<file path="src/pkg/sci_pkg.sv">
// Functional notes
// - One first-level supply interrupt formed from exactly three change events.
// - USB, wall and battery presence indicators trigger the change events.
// - A change flag sets on both rising and falling presence edges.
// - Status word: USB flag bit 15, wall bit 14, battery bit 13.
// - A set flag holds until software reads status; the read clears it.
// - Mask bits 15 to 13 match flag positions; set mask blocks that flag.
// - Mask 1 blocks, 0 passes; masks reset to 0.
package sci_pkg;

    // ==========================================================
    // Register map and field layout.
    localparam logic [7:0]  STATUS_OFFSET = 8'h1f;
    localparam logic [7:0]  MASK_OFFSET   = 8'h27;
    localparam int          USB_BIT       = 15;
    localparam int          WALL_BIT      = 14;
    localparam int          BATT_BIT      = 13;
    localparam logic [2:0]  MASK_RESET    = 3'h0;
    localparam logic [2:0]  FLAG_RESET    = 3'h0;

    // ==========================================================
    // Presence indicators travel together, usb in bit 2.
    typedef struct packed {
        logic usb;
        logic wall;
        logic batt;
    } sci_supply_t;

endpackage : sci_pkg

</file>
<file path="src/sci_supply_change_irq.sv">
`timescale 1ns/10ps
module sci_supply_change_irq (
    input  wire logic        i_clk,
    input  wire logic        i_rst_n,
    input  wire logic        i_ce,
    input  wire logic        i_usb_supply_present,
    input  wire logic        i_wall_supply_present,
    input  wire logic        i_battery_supply_present,
    input  wire logic [7:0]  i_addr,
    input  wire logic [15:0] i_wdata,
    input  wire logic        i_wr,
    input  wire logic        i_rd,
    output logic      [15:0] o_rdata,
    output logic             o_supply_change_irq
);

    // ==========================================================
    // Presence synchronisers and edge history.
    sci_pkg::sci_supply_t meta_r, sync_r, last_r;
    sci_pkg::sci_supply_t pres_raw;
    logic [2:0] flag_r, flag_nxt, mask_r, mask_nxt, chg;
    logic [15:0] rdata_nxt;
    logic        irq_nxt;
    logic        primed_r;

    assign pres_raw = '{usb:  i_usb_supply_present,
                        wall: i_wall_supply_present,
                        batt: i_battery_supply_present};

    // Two flops per pin; the first is read only by the second.
    always_ff @(posedge i_clk) begin
        if (!i_rst_n) begin
            meta_r   <= '0;
            sync_r   <= '0;
            last_r   <= '0;
            primed_r <= 1'b0;
        end else if (i_ce) begin
            meta_r   <= pres_raw;
            sync_r   <= meta_r;
            last_r   <= sync_r;
            primed_r <= 1'b1;
        end
    end

    // Both edges count; only the first cycle after reset is ignored, so
    // supplies already present at power-up still raise an event once they reach sync_r.
    assign chg = primed_r ? (sync_r ^ last_r) : 3'h0;

    // ==========================================================
    // Flags, masks, read data and interrupt.
    // Map the three flags into their status word positions.
    function automatic logic [15:0] place(input logic [2:0] v);
        logic [15:0] w;
        w = 16'h0000;
        w[sci_pkg::USB_BIT]  = v[2];
        w[sci_pkg::WALL_BIT] = v[1];
        w[sci_pkg::BATT_BIT] = v[0];
        return w;
    endfunction : place

    // A new edge in the read cycle survives, so no event is lost.
    always_comb begin
        flag_nxt  = flag_r;
        mask_nxt  = mask_r;
        rdata_nxt = 16'h0000;
        if (i_rd && i_addr == sci_pkg::STATUS_OFFSET) begin
            rdata_nxt = place(flag_r);
            flag_nxt  = 3'h0;
        end else if (i_rd && i_addr == sci_pkg::MASK_OFFSET) begin
            rdata_nxt = place(mask_r);
        end
        if (i_wr && i_addr == sci_pkg::MASK_OFFSET) begin
            mask_nxt = {i_wdata[sci_pkg::USB_BIT],
                        i_wdata[sci_pkg::WALL_BIT],
                        i_wdata[sci_pkg::BATT_BIT]};
        end
        flag_nxt = flag_nxt | chg;
        irq_nxt  = |(flag_nxt & ~mask_nxt);
    end

    always_ff @(posedge i_clk) begin
        if (!i_rst_n) begin
            flag_r              <= sci_pkg::FLAG_RESET;
            mask_r              <= sci_pkg::MASK_RESET;
            o_rdata             <= 16'h0000;
            o_supply_change_irq <= 1'b0;
        end else if (i_ce) begin
            flag_r              <= flag_nxt;
            mask_r              <= mask_nxt;
            o_rdata             <= rdata_nxt;
            o_supply_change_irq <= irq_nxt;
        end
    end

    // ==========================================================
    // Checks.
    // The interrupt must always be the registered image of the flags and
    // masks; any skew here would let the host miss or double-count events.
    a_irq_matches: assert property (
        @(posedge i_clk) disable iff (!i_rst_n)
        o_supply_change_irq == |(flag_r & ~mask_r))
        else $error("irq does not match unmasked flags");
    // Every detected edge on any of the three lines must leave its flag set.
    a_edge_sets: assert property (
        @(posedge i_clk) disable iff (!i_rst_n)
        i_ce && chg[2] |=> flag_r[2])
        else $error("usb edge did not set flag");
    a_wall_edge: assert property (
        @(posedge i_clk) disable iff (!i_rst_n)
        i_ce && chg[1] |=> flag_r[1])
        else $error("wall edge did not set flag");
    a_batt_edge: assert property (
        @(posedge i_clk) disable iff (!i_rst_n)
        i_ce && chg[0] |=> flag_r[0])
        else $error("battery edge did not set flag");
    // A read with no competing edge empties the status word.
    a_read_clears: assert property (
        @(posedge i_clk) disable iff (!i_rst_n)
        i_ce && i_rd && i_addr == sci_pkg::STATUS_OFFSET && chg == 3'h0
        |=> flag_r == 3'h0)
        else $error("status read did not clear flags");
    // Without a status read no flag may fall.
    a_flag_holds: assert property (
        @(posedge i_clk) disable iff (!i_rst_n)
        i_ce && !(i_rd && i_addr == sci_pkg::STATUS_OFFSET)
        |=> (flag_r & $past(flag_r)) == $past(flag_r))
        else $error("flag dropped without read");
    // Status word shows the flags in the top three bits, zeros elsewhere.
    a_status_layout: assert property (
        @(posedge i_clk) disable iff (!i_rst_n)
        i_ce && i_rd && i_addr == sci_pkg::STATUS_OFFSET
        |=> o_rdata[15:13] == $past(flag_r) && o_rdata[12:0] == 13'h0000)
        else $error("status word layout wrong");
    a_mask_write: assert property (
        @(posedge i_clk) disable iff (!i_rst_n)
        i_ce && i_wr && i_addr == sci_pkg::MASK_OFFSET
        |=> mask_r == $past(i_wdata[15:13]))
        else $error("mask write not stored");
    a_masked_quiet: assert property (
        @(posedge i_clk) disable iff (!i_rst_n)
        mask_r == 3'h7 ##1 mask_r == 3'h7 |-> !o_supply_change_irq)
        else $error("irq with all masked");
    a_mask_reset: assert property (
        @(posedge i_clk)
        !i_rst_n |=> mask_r == 3'h0)
        else $error("mask not cleared by reset");
    // The synchronised sample trails the pins by exactly two enabled edges.
    a_sync_path: assert property (
        @(posedge i_clk) disable iff (!i_rst_n)
        i_ce ##1 i_ce ##1 i_ce |-> sync_r == $past(pres_raw, 2))
        else $error("presence sync broken");

    c_usb_irq: cover property (@(posedge i_clk) disable iff (!i_rst_n)
        chg[2] ##1 o_supply_change_irq);
    c_batt_fall: cover property (@(posedge i_clk) disable iff (!i_rst_n)
        last_r.batt && !sync_r.batt);
    c_read_clear: cover property (@(posedge i_clk) disable iff (!i_rst_n)
        o_supply_change_irq ##1 !o_supply_change_irq);
    c_masked: cover property (@(posedge i_clk) disable iff (!i_rst_n)
        flag_r != 3'h0 && !o_supply_change_irq);

endmodule : sci_supply_change_irq
</file>
<file path="config.mk">
export PLATFORM = sky130hd
export DESIGN_NAME = sci_supply_change_irq
export DESIGN_NICKNAME = d
export VERILOG_FILES = /design/src/pkg/sci_pkg.sv /design/src/sci_supply_change_irq.sv
export SDC_FILE = /design/constraint.sdc
export NUM_CORES = 1
export LEC_CHECK = 0
export BUFFER_PORTS_ARGS = -buffer_cell sky130_fd_sc_hd__buf_2
export CAP_MARGIN = 20
export CORE_ASPECT_RATIO = 0.5
export CORE_MARGIN = 2
export CORE_UTILIZATION = 25
export CTS_BUF_LIST = sky130_fd_sc_hd__clkbuf_16
export DETAILED_ROUTE_END_ITERATION = 10
export MAX_ROUTING_LAYER = met4
export PLACE_DENSITY = 0.44
export SLEW_MARGIN = 20
export SYNTH_ARGS = -nofsm -noshare
export SYNTH_HDL_FRONTEND = slang
export SYNTH_SLANG_ARGS = --single-unit
</file>
<file path="constraint.sdc">
create_clock -name i_clk -period 1.72 [get_ports i_clk]
set_input_delay 0 -clock i_clk [delete_from_list [all_inputs] [get_ports i_clk]]
set_output_delay 0 -clock i_clk [all_outputs]
set_load 0.01 [all_outputs]
</file>
# Word-level counts from Yosys, hierarchy flattened
# Cells that the tools add are included.
[totals]
word_cells = 29
ff_bits = 33
[classes]
reduce_logical = 4
eq_ne = 2
n_bitwise = 4
muxes = 5
[ops]
columns = ["cell", "count"]
rows = [
  ["16-bit two-way mux", 2],
  ["3-bit two-way mux", 3],
  ["8-bit by 5-bit equality test with 1-bit output (second input constant)", 1],
  ["8-bit by 6-bit equality test with 1-bit output (second input constant)", 1],
  ["3-bit AND", 1],
  ["1-bit logical AND", 3],
  ["3-bit inverter", 1],
  ["3-bit OR", 1],
  ["3-bit OR reduction", 1],
  ["3-bit XOR", 1],
]

# Depth between registers and ports, before layout
# Gate-level depths: netlist of the first run.
[depth]
ltp_word = 6
depth_mapped = 5
ltp_nobuf = 5

# Worst setup path before layout of the first run
# No wires, ideal clock.
[synth_timing]
path_type = "input to register"
from = "in i_addr[6]"
to = "reg o_supply_change_irq"
required_time_ns = 1.597
stages = 5
arrival_ns = 0.941
slack_ns = 0.657
cell_sequence = "and4bb_4 > nand4_4 > a22o_1 > a22oi_1 > a21oi_1"
[synth_via]
elab_chain_len = 6
elab_cells_between_ends = 10
cone_classes = "eq/ne: 2; mux: 2; bitwise: 3; reduce/logical: 3"
[synth_rtl]
columns = ["element", "line", "source"]
rows = [
  ["start: declaration", "sci_supply_change_irq.sv:9", "input wire logic [7:0] i_addr,"],
  ["8-bit by 5-bit equality test with 1-bit output or 8-bit by 6-bit equality test with 1-bit output (tied branches)", "sci_supply_change_irq.sv:66, sci_supply_change_irq.sv:72", ""],
  ["1-bit logical AND, on equally long branches", "sci_supply_change_irq.sv:66, sci_supply_change_irq.sv:72", ""],
  ["3-bit two-way mux, on equally long branches", "sci_supply_change_irq.sv:66, sci_supply_change_irq.sv:72", ""],
  ["3-bit OR or 3-bit inverter (tied branches)", "sci_supply_change_irq.sv:77, sci_supply_change_irq.sv:78", ""],
  ["3-bit AND *", "sci_supply_change_irq.sv:78", "irq_nxt = |(flag_nxt & ~mask_nxt);"],
  ["3-bit OR reduction *", "sci_supply_change_irq.sv:78", ""],
  ["end signal: assignment", "sci_supply_change_irq.sv:91", "o_supply_change_irq <= irq_nxt;"],
  ["end: declaration", "sci_supply_change_irq.sv:14", "output logic o_supply_change_irq"],
]
# Every way passes the cells marked *; elsewhere a longest branch is shown, timed or not.
# A chain may end at the register's enable or synchronous reset.

# Worst setup path in the final report of the first run
[layout_timing]
from = "reg sync_r[0] (netlist name)"
to = "reg o_supply_change_irq"
[layout_via]
elab_chain_len = 5
[layout_rtl]
columns = ["element", "line", "source"]
rows = [
  ["start: declaration", "sci_supply_change_irq.sv:19", "sci_pkg::sci_supply_t meta_r, sync_r, last_r;"],
  ["start signal: assignment", "sci_supply_change_irq.sv:39", "sync_r <= meta_r;"],
  ["3-bit XOR", "sci_supply_change_irq.sv:47", "assign chg = primed_r ? (sync_r ^ last_r) : 3'h0;"],
  ["3-bit two-way mux", "sci_supply_change_irq.sv:47", ""],
  ["3-bit OR", "sci_supply_change_irq.sv:77", "flag_nxt = flag_nxt | chg;"],
  ["3-bit AND", "sci_supply_change_irq.sv:78", ""],
  ["3-bit OR reduction", "sci_supply_change_irq.sv:78", ""],
]
# Every way passes these cells.

==> results.md, run 1 <==
- The via count of the first global-routing pass is 676.
- The slowest cell on the critical path is sky130_fd_sc_hd__dfxtp_1.
- The die is 49.82 µm tall.
- The synthesized-area fraction occupied by and/or/nand/nor cells is 0.2122.
- The final weighted congestion of routability-driven global placement is 0.7096.
- In the final timing run, aggregate negative setup slack is 0 ns.
- The count of state elements after synthesis is 20.
- The origin of the critical flop-to-flop path is sync_r[0].
- Setup repair after global routing left no endpoint under its margin.
- The sum of buffers and inverters on the critical path is 0.
- The signal on the critical path passes through xor2_1 -> a22o_1 -> a22oi_1 -> a21oi_1.
- The floorplan core area is 3964 µm².
- The initialized floorplan defines 16 standard-cell rows.
- The total count of max-transition violations in the final report is 0.
- The post-synthesis adder-cell area fraction is 0.
- Entering global routing, the biggest net connects 21 pins.
- The area growth from synthesis to layout is 18.00%.
- Of the synthesized area, sequential elements account for 0.3814.
- The top cell types in the final layout, fill and taps aside, are sky130_fd_sc_hd__buf_2, sky130_fd_sc_hd__dfxtp_1, sky130_fd_sc_hd__mux2i_1, sky130_fd_sc_hd__nor2b_1, sky130_fd_sc_hd__conb_1.
- The CTS tree is done.
- For this configuration, the core starts out at a cell density of 0.2648.
- The distinct cell type count of the synthesized netlist is 27.
- A synthesized cell averages 10.19 µm².
- The most common cell after layout, fill and taps aside is sky130_fd_sc_hd__buf_2.
- The deepest clock path buffer count is 2.
- The count of fill cells added during filler insertion is 420.
- After detailed routing, the average wire length per cell comes to 11.31 µm.
- The starting DRC count in detailed routing is 21.
- The share of power burned in combinational logic is 0.105.
- In the final design database the tool counted 158 nets.
- The top cell family by delay on the critical path is compound AO/OA/AOI/OAI gates.
- The die covers 4765 µm².
- Before antenna repair, the detailed router went through 4 iterations.
- The initial antenna violation count is 0.
- The largest incremental delay on the critical path is 0.33 ns.
- The number of buffers inserted by port buffering is 22.
- The portion of synthesized area spent on multiplexers is 0.1335.
- The post-detailed-route via-to-cell ratio is 4.191.
- Counting instances, the worst hold path has a depth of 3.
- For this run, design rule violations remaining after detail routing come to 0.
- The Yosys step of the flow raised 0 warnings.
- The source-to-sink clock delay at the later pin of the worst-skew pair is 0.25 ns.
- The repair_antennas step left the layout with diodes totalling 0.
- The gate count after technology mapping is 103.
- The clock-pin slew on the worst setup and hold paths is 0.05 ns.
- For the finished layout, the period the worst path requires is 1.053 ns.
- The largest fanout on the critical path is 3.
- The compound-gate portion of the synthesized area is 0.1299.
- Dividing the final minimum period by the clock period gives 0.6120.
- The total power after layout is 0.001076 W.
- For the worst setup path, the data arrival time is 1.19 ns.
- Wires add up to 2014 µm.
- The chip width is 95.64 µm.
- The number of max-capacitance violations reported is 0.
- The kind of capture point of the worst setup path is a flip-flop.
- The first element of the critical path is sync_r[0].
- The final instance area is 1239 µm².
- The final-report hold violation count is 0.
- The internal power consumption is 0.0008391 W.
- The post-CTS setup repair buffer count is 0.
- The worst IR drop on VDD is 277.8 µV.
- Pin placement for this block handled 49 I/O pins.
- Buffers inserted to repair hold after CTS numbered 0.
- In this run the clock root is driven by a sky130_fd_sc_hd__clkbuf_16.
- The share of final-layout standard cells stronger than drive strength 1 is 0.2823.
- The tree built by TritonCTS fans out to 20 sinks.
- The net switching fraction of the power is 0.2204.
- The cell area after synthesis is 1050 µm².
- The run finished with clean final reports.
- At the worst endpoint, the required time is 1.86 ns.
- The worst setup path is launched from a flip-flop.
- For this run, the total global-route usage over all layers was measured as 0.09430.
- The H-tree depth is 1.
- Of the total synthesized cell area, the portion taken by XOR and XNOR cells is 0.02503.
- The path class of the lowest-slack min-delay path is primary input to flip-flop.
- The fmax is 0.9500 GHz.
- In this run the power density over the cells is 868.9 nW/µm².
- The share of total power dissipated in the clock network is 0.437.
- The detail route stage leaves a number of antenna-violating nets equal to 0.
- After clock tree synthesis, the repair step resized 0 gates.
- The wire length of the first global-routing pass is 3236 µm.
- The combinational family with the most area after synthesis is simple AND/OR/NAND/NOR gates.
- In this run the most critical hold path is launched from i_usb_supply_present.
- The part of the total power dissipated in sequential elements is 0.457.
- After global routing the overflow that remains totals 0.
- The setup path with the least slack is of type flip-flop to flip-flop.
- The number of cells on the critical path is 4.
- The HPWL after detailed placement is 1525 µm.
- Setup violations remaining at the end of the flow were counted as 0.
- In this run the power spent charging and discharging nets is 0.0002372 W.
- The clock skew after layout is 0.004019 ns.
- The count of cells along the worst register-to-register path is 4.
- Once placement finished, the instance area stood at 1164 µm².
- Summed over all cells, the static leakage comes to 0.5880 nW.
- The routed layout has 746 vias.
- Once layout is complete, the utilization of the core stands at 0.3125.
- The number of clock buffers added by TritonCTS is 3.
-- path summary, 6_finish.rpt --
check | end | slack (ns)
max | o_supply_change_irq | 0.67
max reg2reg | o_supply_change_irq | 0.67
min reg2reg | o_rdata[15] | 0.51
min | meta_r[2] | 0.007
-- state kept, by name, summed over array words and instances, names as in the netlist --
name,cells
primed_r,1
meta_r,3
flag_r,3
last_r,3
mask_r,3
o_supply_change_irq,1
sync_r,3
o_rdata,3
-- cells in the mapped netlist (all sizes together) --
library cell | instances | area [µm²]
o211a | 3 | 30.03
buf | 16 | 112.6
inv | 1 | 3.750
xor2 | 3 | 26.28
nor2 | 3 | 11.26
nand4 | 3 | 48.80
a21boi | 1 | 7.510
clkbuf | 1 | 3.750
nand2 | 1 | 3.750
a22oi | 4 | 30.03
o21ai | 2 | 10.00
nand3 | 1 | 5.000
dfxtp | 20 | 400.4
and4bb | 1 | 16.27
nor3b | 1 | 18.77
mux2i | 14 | 140.1
a22o | 3 | 26.28
or2 | 3 | 21.27
o21a | 1 | 7.510
a21oi | 5 | 25.02
and3b | 1 | 10.01
conb | 1 | 3.750
nor2b | 14 | 87.58
-- metal layers --
metal / up-vias / share of wire / global-route usage
li1: 378 / - / -
met1: 335 / 0.51 / 0.1216
met2: 30 / 0.40 / 0.1352
met3: 3 / 0.082 / 0.03364
met4: 0 / 0.0094 / 0.03571
met5: - / 0 / -
-- final cells by class --
cell class / instances / area, µm² / area share
multi-input combinational: 77 / 574.3 / 0.4636
inverter: 1 / 3.754 / 0.003030
sequential: 20 / 400.4 / 0.3232
tap: 54 / 67.56 / 0.05455
clock buffer: 3 / 75.07 / 0.06061
timing repair buffer: 23 / 117.6 / 0.09495
-- cell families after synthesis --
group / count (synthesis)
DFF: 20
other: 1
AOI/OAI and AO/OA: 19
xor gates and xnor gates: 3
muxes: 14
buffers and inverters: 18
and+or+nand+nor: 28
-- power groups by stage --
stage,combinational (W),sequential [W],clock [W]
global placement,0.000113,0.000502,0
floorplan,0.0000971,0.000500,0
CTS,0.000115,0.000492,0.000490
global route,0.000127,0.000494,0.000510
detailed placement,0.000114,0.000502,0
finish,0.000113,0.000492,0.000471
-- worst reg2reg max path, stage by stage (launching register included) --
cell and delay [ns]:
sky130_fd_sc_hd__dfxtp_1 0.33, sky130_fd_sc_hd__xor2_1 0.16, sky130_fd_sc_hd__a22o_1 0.21, sky130_fd_sc_hd__a22oi_1 0.17, sky130_fd_sc_hd__a21oi_1 0.08
-- through the flow --
| stage | hold slack (ns) | worst slack (ns) | std cells |
|---|---|---|---|
| 2_1_floorplan | 0.1662 | 0.6568 | 115 |
| 3_3_place_gp | 0.2611 | 0.4462 | 175 |
| 3_5_place_dp | 0.2685 | 0.4470 | 175 |
| 4_1_cts | 0.004627 | 0.6394 | 178 |
| 5_1_grt | 0.01946 | 0.5917 | 178 |
| 6_report | 0.007387 | 0.6674 | 178 |
No activity file was read; power rests on OpenSTA's default activity.
==> run 2, diff against run 1 <==
- ABC_AREA: unset -> 1
- clock period: 1.72 -> 1 ns (I/O delays scaled with it)
==> results.md, run 2 <==
- The wire length the detailed router placed on met1 is 1173 µm.
- Summing all multi-input logic gate instances after layout gives 531.8 µm².
- The first routing iteration left 41 violations.
- The distinct cell type count of the synthesized netlist is 19.
- The gate count after technology mapping is 156.
- The library cells used most frequently in the layout, excluding fill and tap cells, are sky130_fd_sc_hd__nor2_1, sky130_fd_sc_hd__buf_2, sky130_fd_sc_hd__inv_1, sky130_fd_sc_hd__o21ai_0, sky130_fd_sc_hd__nand2_1.
- The clock-pin slew on the worst setup and hold paths is 0.05 ns.
- Counting flops with a built-in enable in the synthesized netlist gives 0.
- The number of clock buffers added by TritonCTS is 3.
- The uppermost layer routed is met4.
- The detail-routed net length per standard cell is 9.492 µm.
- In the synthesized netlist the async set-or-reset flop fraction comes to 0.
- The routed layout has 987 vias.
- After routing, the total negative slack on setup checks comes to 0 ns.
- Dividing the synthesized area by the synthesized cell count gives 6.858 µm².
- STA puts the critical path data arrival time at 1.12 ns.
- The portion of the post-synthesis area used by sequential elements is 0.3743.
- For the worst setup path, the data required time is 1.14 ns.
- The register area is 404.1 µm².
- For this design the top-level I/O count stands at 49.
- For this configuration, the core starts out at a cell density of 0.2672.
- The detailed-route wire length is 2278 µm.
- The number of inserted diodes is 0.
- The met3 routed wirelength is 173 µm.
- Of all cell types, the one taking the most synthesized area is sky130_fd_sc_hd__dfxtp_1.
- TritonCTS built the clock tree.
- The remaining global-route overflow is 0.
- During placement, the flow inserted port buffers numbering 22.
- The final standard cell utilization of the core is 0.3403.
- The post-detailed-placement half-perimeter wirelength is 1716 µm.
- The region available for standard cell placement spans 4004 µm².
- Of the post-synthesis cell area, the dominant cell type holds 0.3743.
- The count of state elements after synthesis is 20.
- The chip width is 96.51 µm.
- Max-cap violations in this run came to 0.
- The total routing resource utilization after global routing is 0.1003.
- The number of setup buffers added after CTS is 0.
- The fmax is 1.029 GHz.
- The register-to-register setup slack is 0.03 ns.
- The final weighted congestion of routability-driven global placement is 0.6879.
- The post-detailed-route via-to-cell ratio is 4.113.
- The area enclosed by the die boundary is 4850 µm².
- The count of fill cells added during filler insertion is 439.
- The growth of design area from synthesis to finish is 27.37%.
- The total length of routed met2 wires is 889 µm.
- The clock period minus worst slack is 0.9719 ns.
- In this run the number of H-tree levels came out at 1.
- The final-report hold violation count is 0.
- The via count of the first global-routing pass is 777.
- The floorplan step set the die height to 50.26 µm.
- The worst IR drop on VDD is 530.3 µV.
- Before antenna repair, the detailed router went through 4 iterations.
- The largest fanout on the critical path is 4.
- The cell area after synthesis is 1070 µm².
- By count the netlist is led by sky130_fd_sc_hd__nor2_1, sky130_fd_sc_hd__dfxtp_1, sky130_fd_sc_hd__inv_1, sky130_fd_sc_hd__o21ai_0, sky130_fd_sc_hd__nand2_1.
- In this run the static leakage power is 0.6832 nW.
- The worst setup path is launched from a flip-flop.
- The first global-routing pass estimated 3588 µm of wire.
- The kind of capture point of the worst setup path is a flip-flop.
- At the placement stage, the worst setup path has a slack of 0.009119 ns.
- The path class of the tightest hold or removal check is primary input to flip-flop.
- Setup repair after global routing could not meet its margin everywhere.
- By instance count, the leading cell after synthesis is sky130_fd_sc_hd__nor2_1.
- The total count of max-transition violations in the final report is 0.
- Entering global routing, the biggest net connects 15 pins.
- The number of placed cells counting well taps is 234.
- Setup violations remaining at the end of the flow were counted as 0.
- The critical path class is flip-flop to flip-flop.
- No sink is reached through more buffers than the 2 on the longest clock path.
- The count of nets left with antenna violations once routing finished came out at 0.
- Row generation in the floorplan step produced 16 rows.
- For this run, the number of standard cells in the final layout without fillers is 240.
- For this run, the leading register cell type out of synthesis is sky130_fd_sc_hd__dfxtp_1.
- The flow ran to the end, and the final reports show no timing, DRC or antenna violations.
- The initial antenna violation count came to 0.
- In the final design database the tool counted 220 nets.
- The clock drives 20 sinks.
- For this run, design rule violations remaining after detail routing come to 0.
- The number of warnings issued by yosys is 0.
- The areal power density over the cells is 1458 nW/µm².
- Once routing completed, OpenROAD measured the worst setup slack at 0.02808 ns.
- The share of final-layout standard cells stronger than drive strength 1 is 0.2634.
- The share of the clock period used by the worst path after layout is 0.9719.
- By area the synthesized netlist is led by sky130_fd_sc_hd__dfxtp_1, sky130_fd_sc_hd__buf_4, sky130_fd_sc_hd__o21ai_0.
- The clock skew after layout is 0.002747 ns.
- The clock reaches the later pin of the worst-skew pair after 0.25 ns.
- The cell sitting at the root of the clock tree is a sky130_fd_sc_hd__clkbuf_16.
- Power comes to 0.001986 W.
[run 2: cell count changes in the layout (fill, tap and decap cells not counted), moves of 4 or more]
cell                      before  now
sky130_fd_sc_hd__a22oi_1       4    0
sky130_fd_sc_hd__buf_4         1    6
sky130_fd_sc_hd__inv_1         0   20
sky130_fd_sc_hd__mux2i_1      14    0
sky130_fd_sc_hd__nand2_1       1   18
sky130_fd_sc_hd__nand2_2       0    5
sky130_fd_sc_hd__nand3_1       1   10
sky130_fd_sc_hd__nor2_1        3   22
sky130_fd_sc_hd__nor2_2        0    4
sky130_fd_sc_hd__nor2b_1      14    0
sky130_fd_sc_hd__o21ai_0       1   19
[run 2: area by class of cell]
type / instances / share of cell area
inverters: 21 / 0.05785
repair buffers: 32 / 0.1506
clock buffers: 3 / 0.05510
flip-flops and latches: 20 / 0.2966
well taps: 54 / 0.04959
multi-input cells: 110 / 0.3903
[run 2: final timing paths]
| path | startpoint | endpoint | cells past startpoint |
|---|---|---|---|
| min | i_rst_n | o_rdata[14] | 3 |
| max | sync_r[0] | o_supply_change_irq | 8 |
| min reg2reg | meta_r[0] | sync_r[0] | 2 |
| max reg2reg | sync_r[0] | o_supply_change_irq | 8 |
[run 2: power breakdown]
group / leakage (nW) / internal (W) / total, W / switching (W)
sequential: 0.167 / 0.000853 / 0.000886 / 0.0000327
combinational: 0.480 / 0.000123 / 0.000292 / 0.000169
clock: 0.0370 / 0.000527 / 0.000808 / 0.000281
[run 2: critical path: stages (launching register included)]
cell	delay, ns
sky130_fd_sc_hd__dfxtp_1	0.33
sky130_fd_sc_hd__nor2_1	0.09
sky130_fd_sc_hd__nor2_1	0.04
sky130_fd_sc_hd__nand2_1	0.06
sky130_fd_sc_hd__nand2_1	0.07
sky130_fd_sc_hd__nand3_1	0.07
sky130_fd_sc_hd__nand2_1	0.05
sky130_fd_sc_hd__nor2_1	0.10
sky130_fd_sc_hd__nor2_1	0.05
[run 2: what timing repair did]
action                     in CTS  in global routing
setup endpoints to repair       1                  3
gates resized for setup         1                  7
hold endpoints to repair        3                  0
cloned                          0                  0
pin swaps                       0                  3
hold buffers                    3                  0
[run 2: kinds of logic after synthesis]
group | after synthesis | share of synthesized area
AOI/OAI and AO/OA | 35 | 0.1766
other | 1 | 0.003505
buffers and inverters | 38 | 0.1836
DFF | 20 | 0.3743
and+or+nand+nor | 62 | 0.2620
[run 2: routing by layer]
layer  up-vias  GRT usage
li1        539          -
met3         6    0.02703
met2        37     0.1354
met4         0    0.04930
met5         -          -
met1       405     0.1371
[run 2: metrics by stage]
stage	hold WS, ns	instance area, µm²
6_report	0.09827	1363
2_1_floorplan	0.1349	1115
3_3_place_gp	0.2227	1240
3_5_place_dp	0.2419	1240
5_1_grt	0.1066	1363
4_1_cts	0.1011	1345
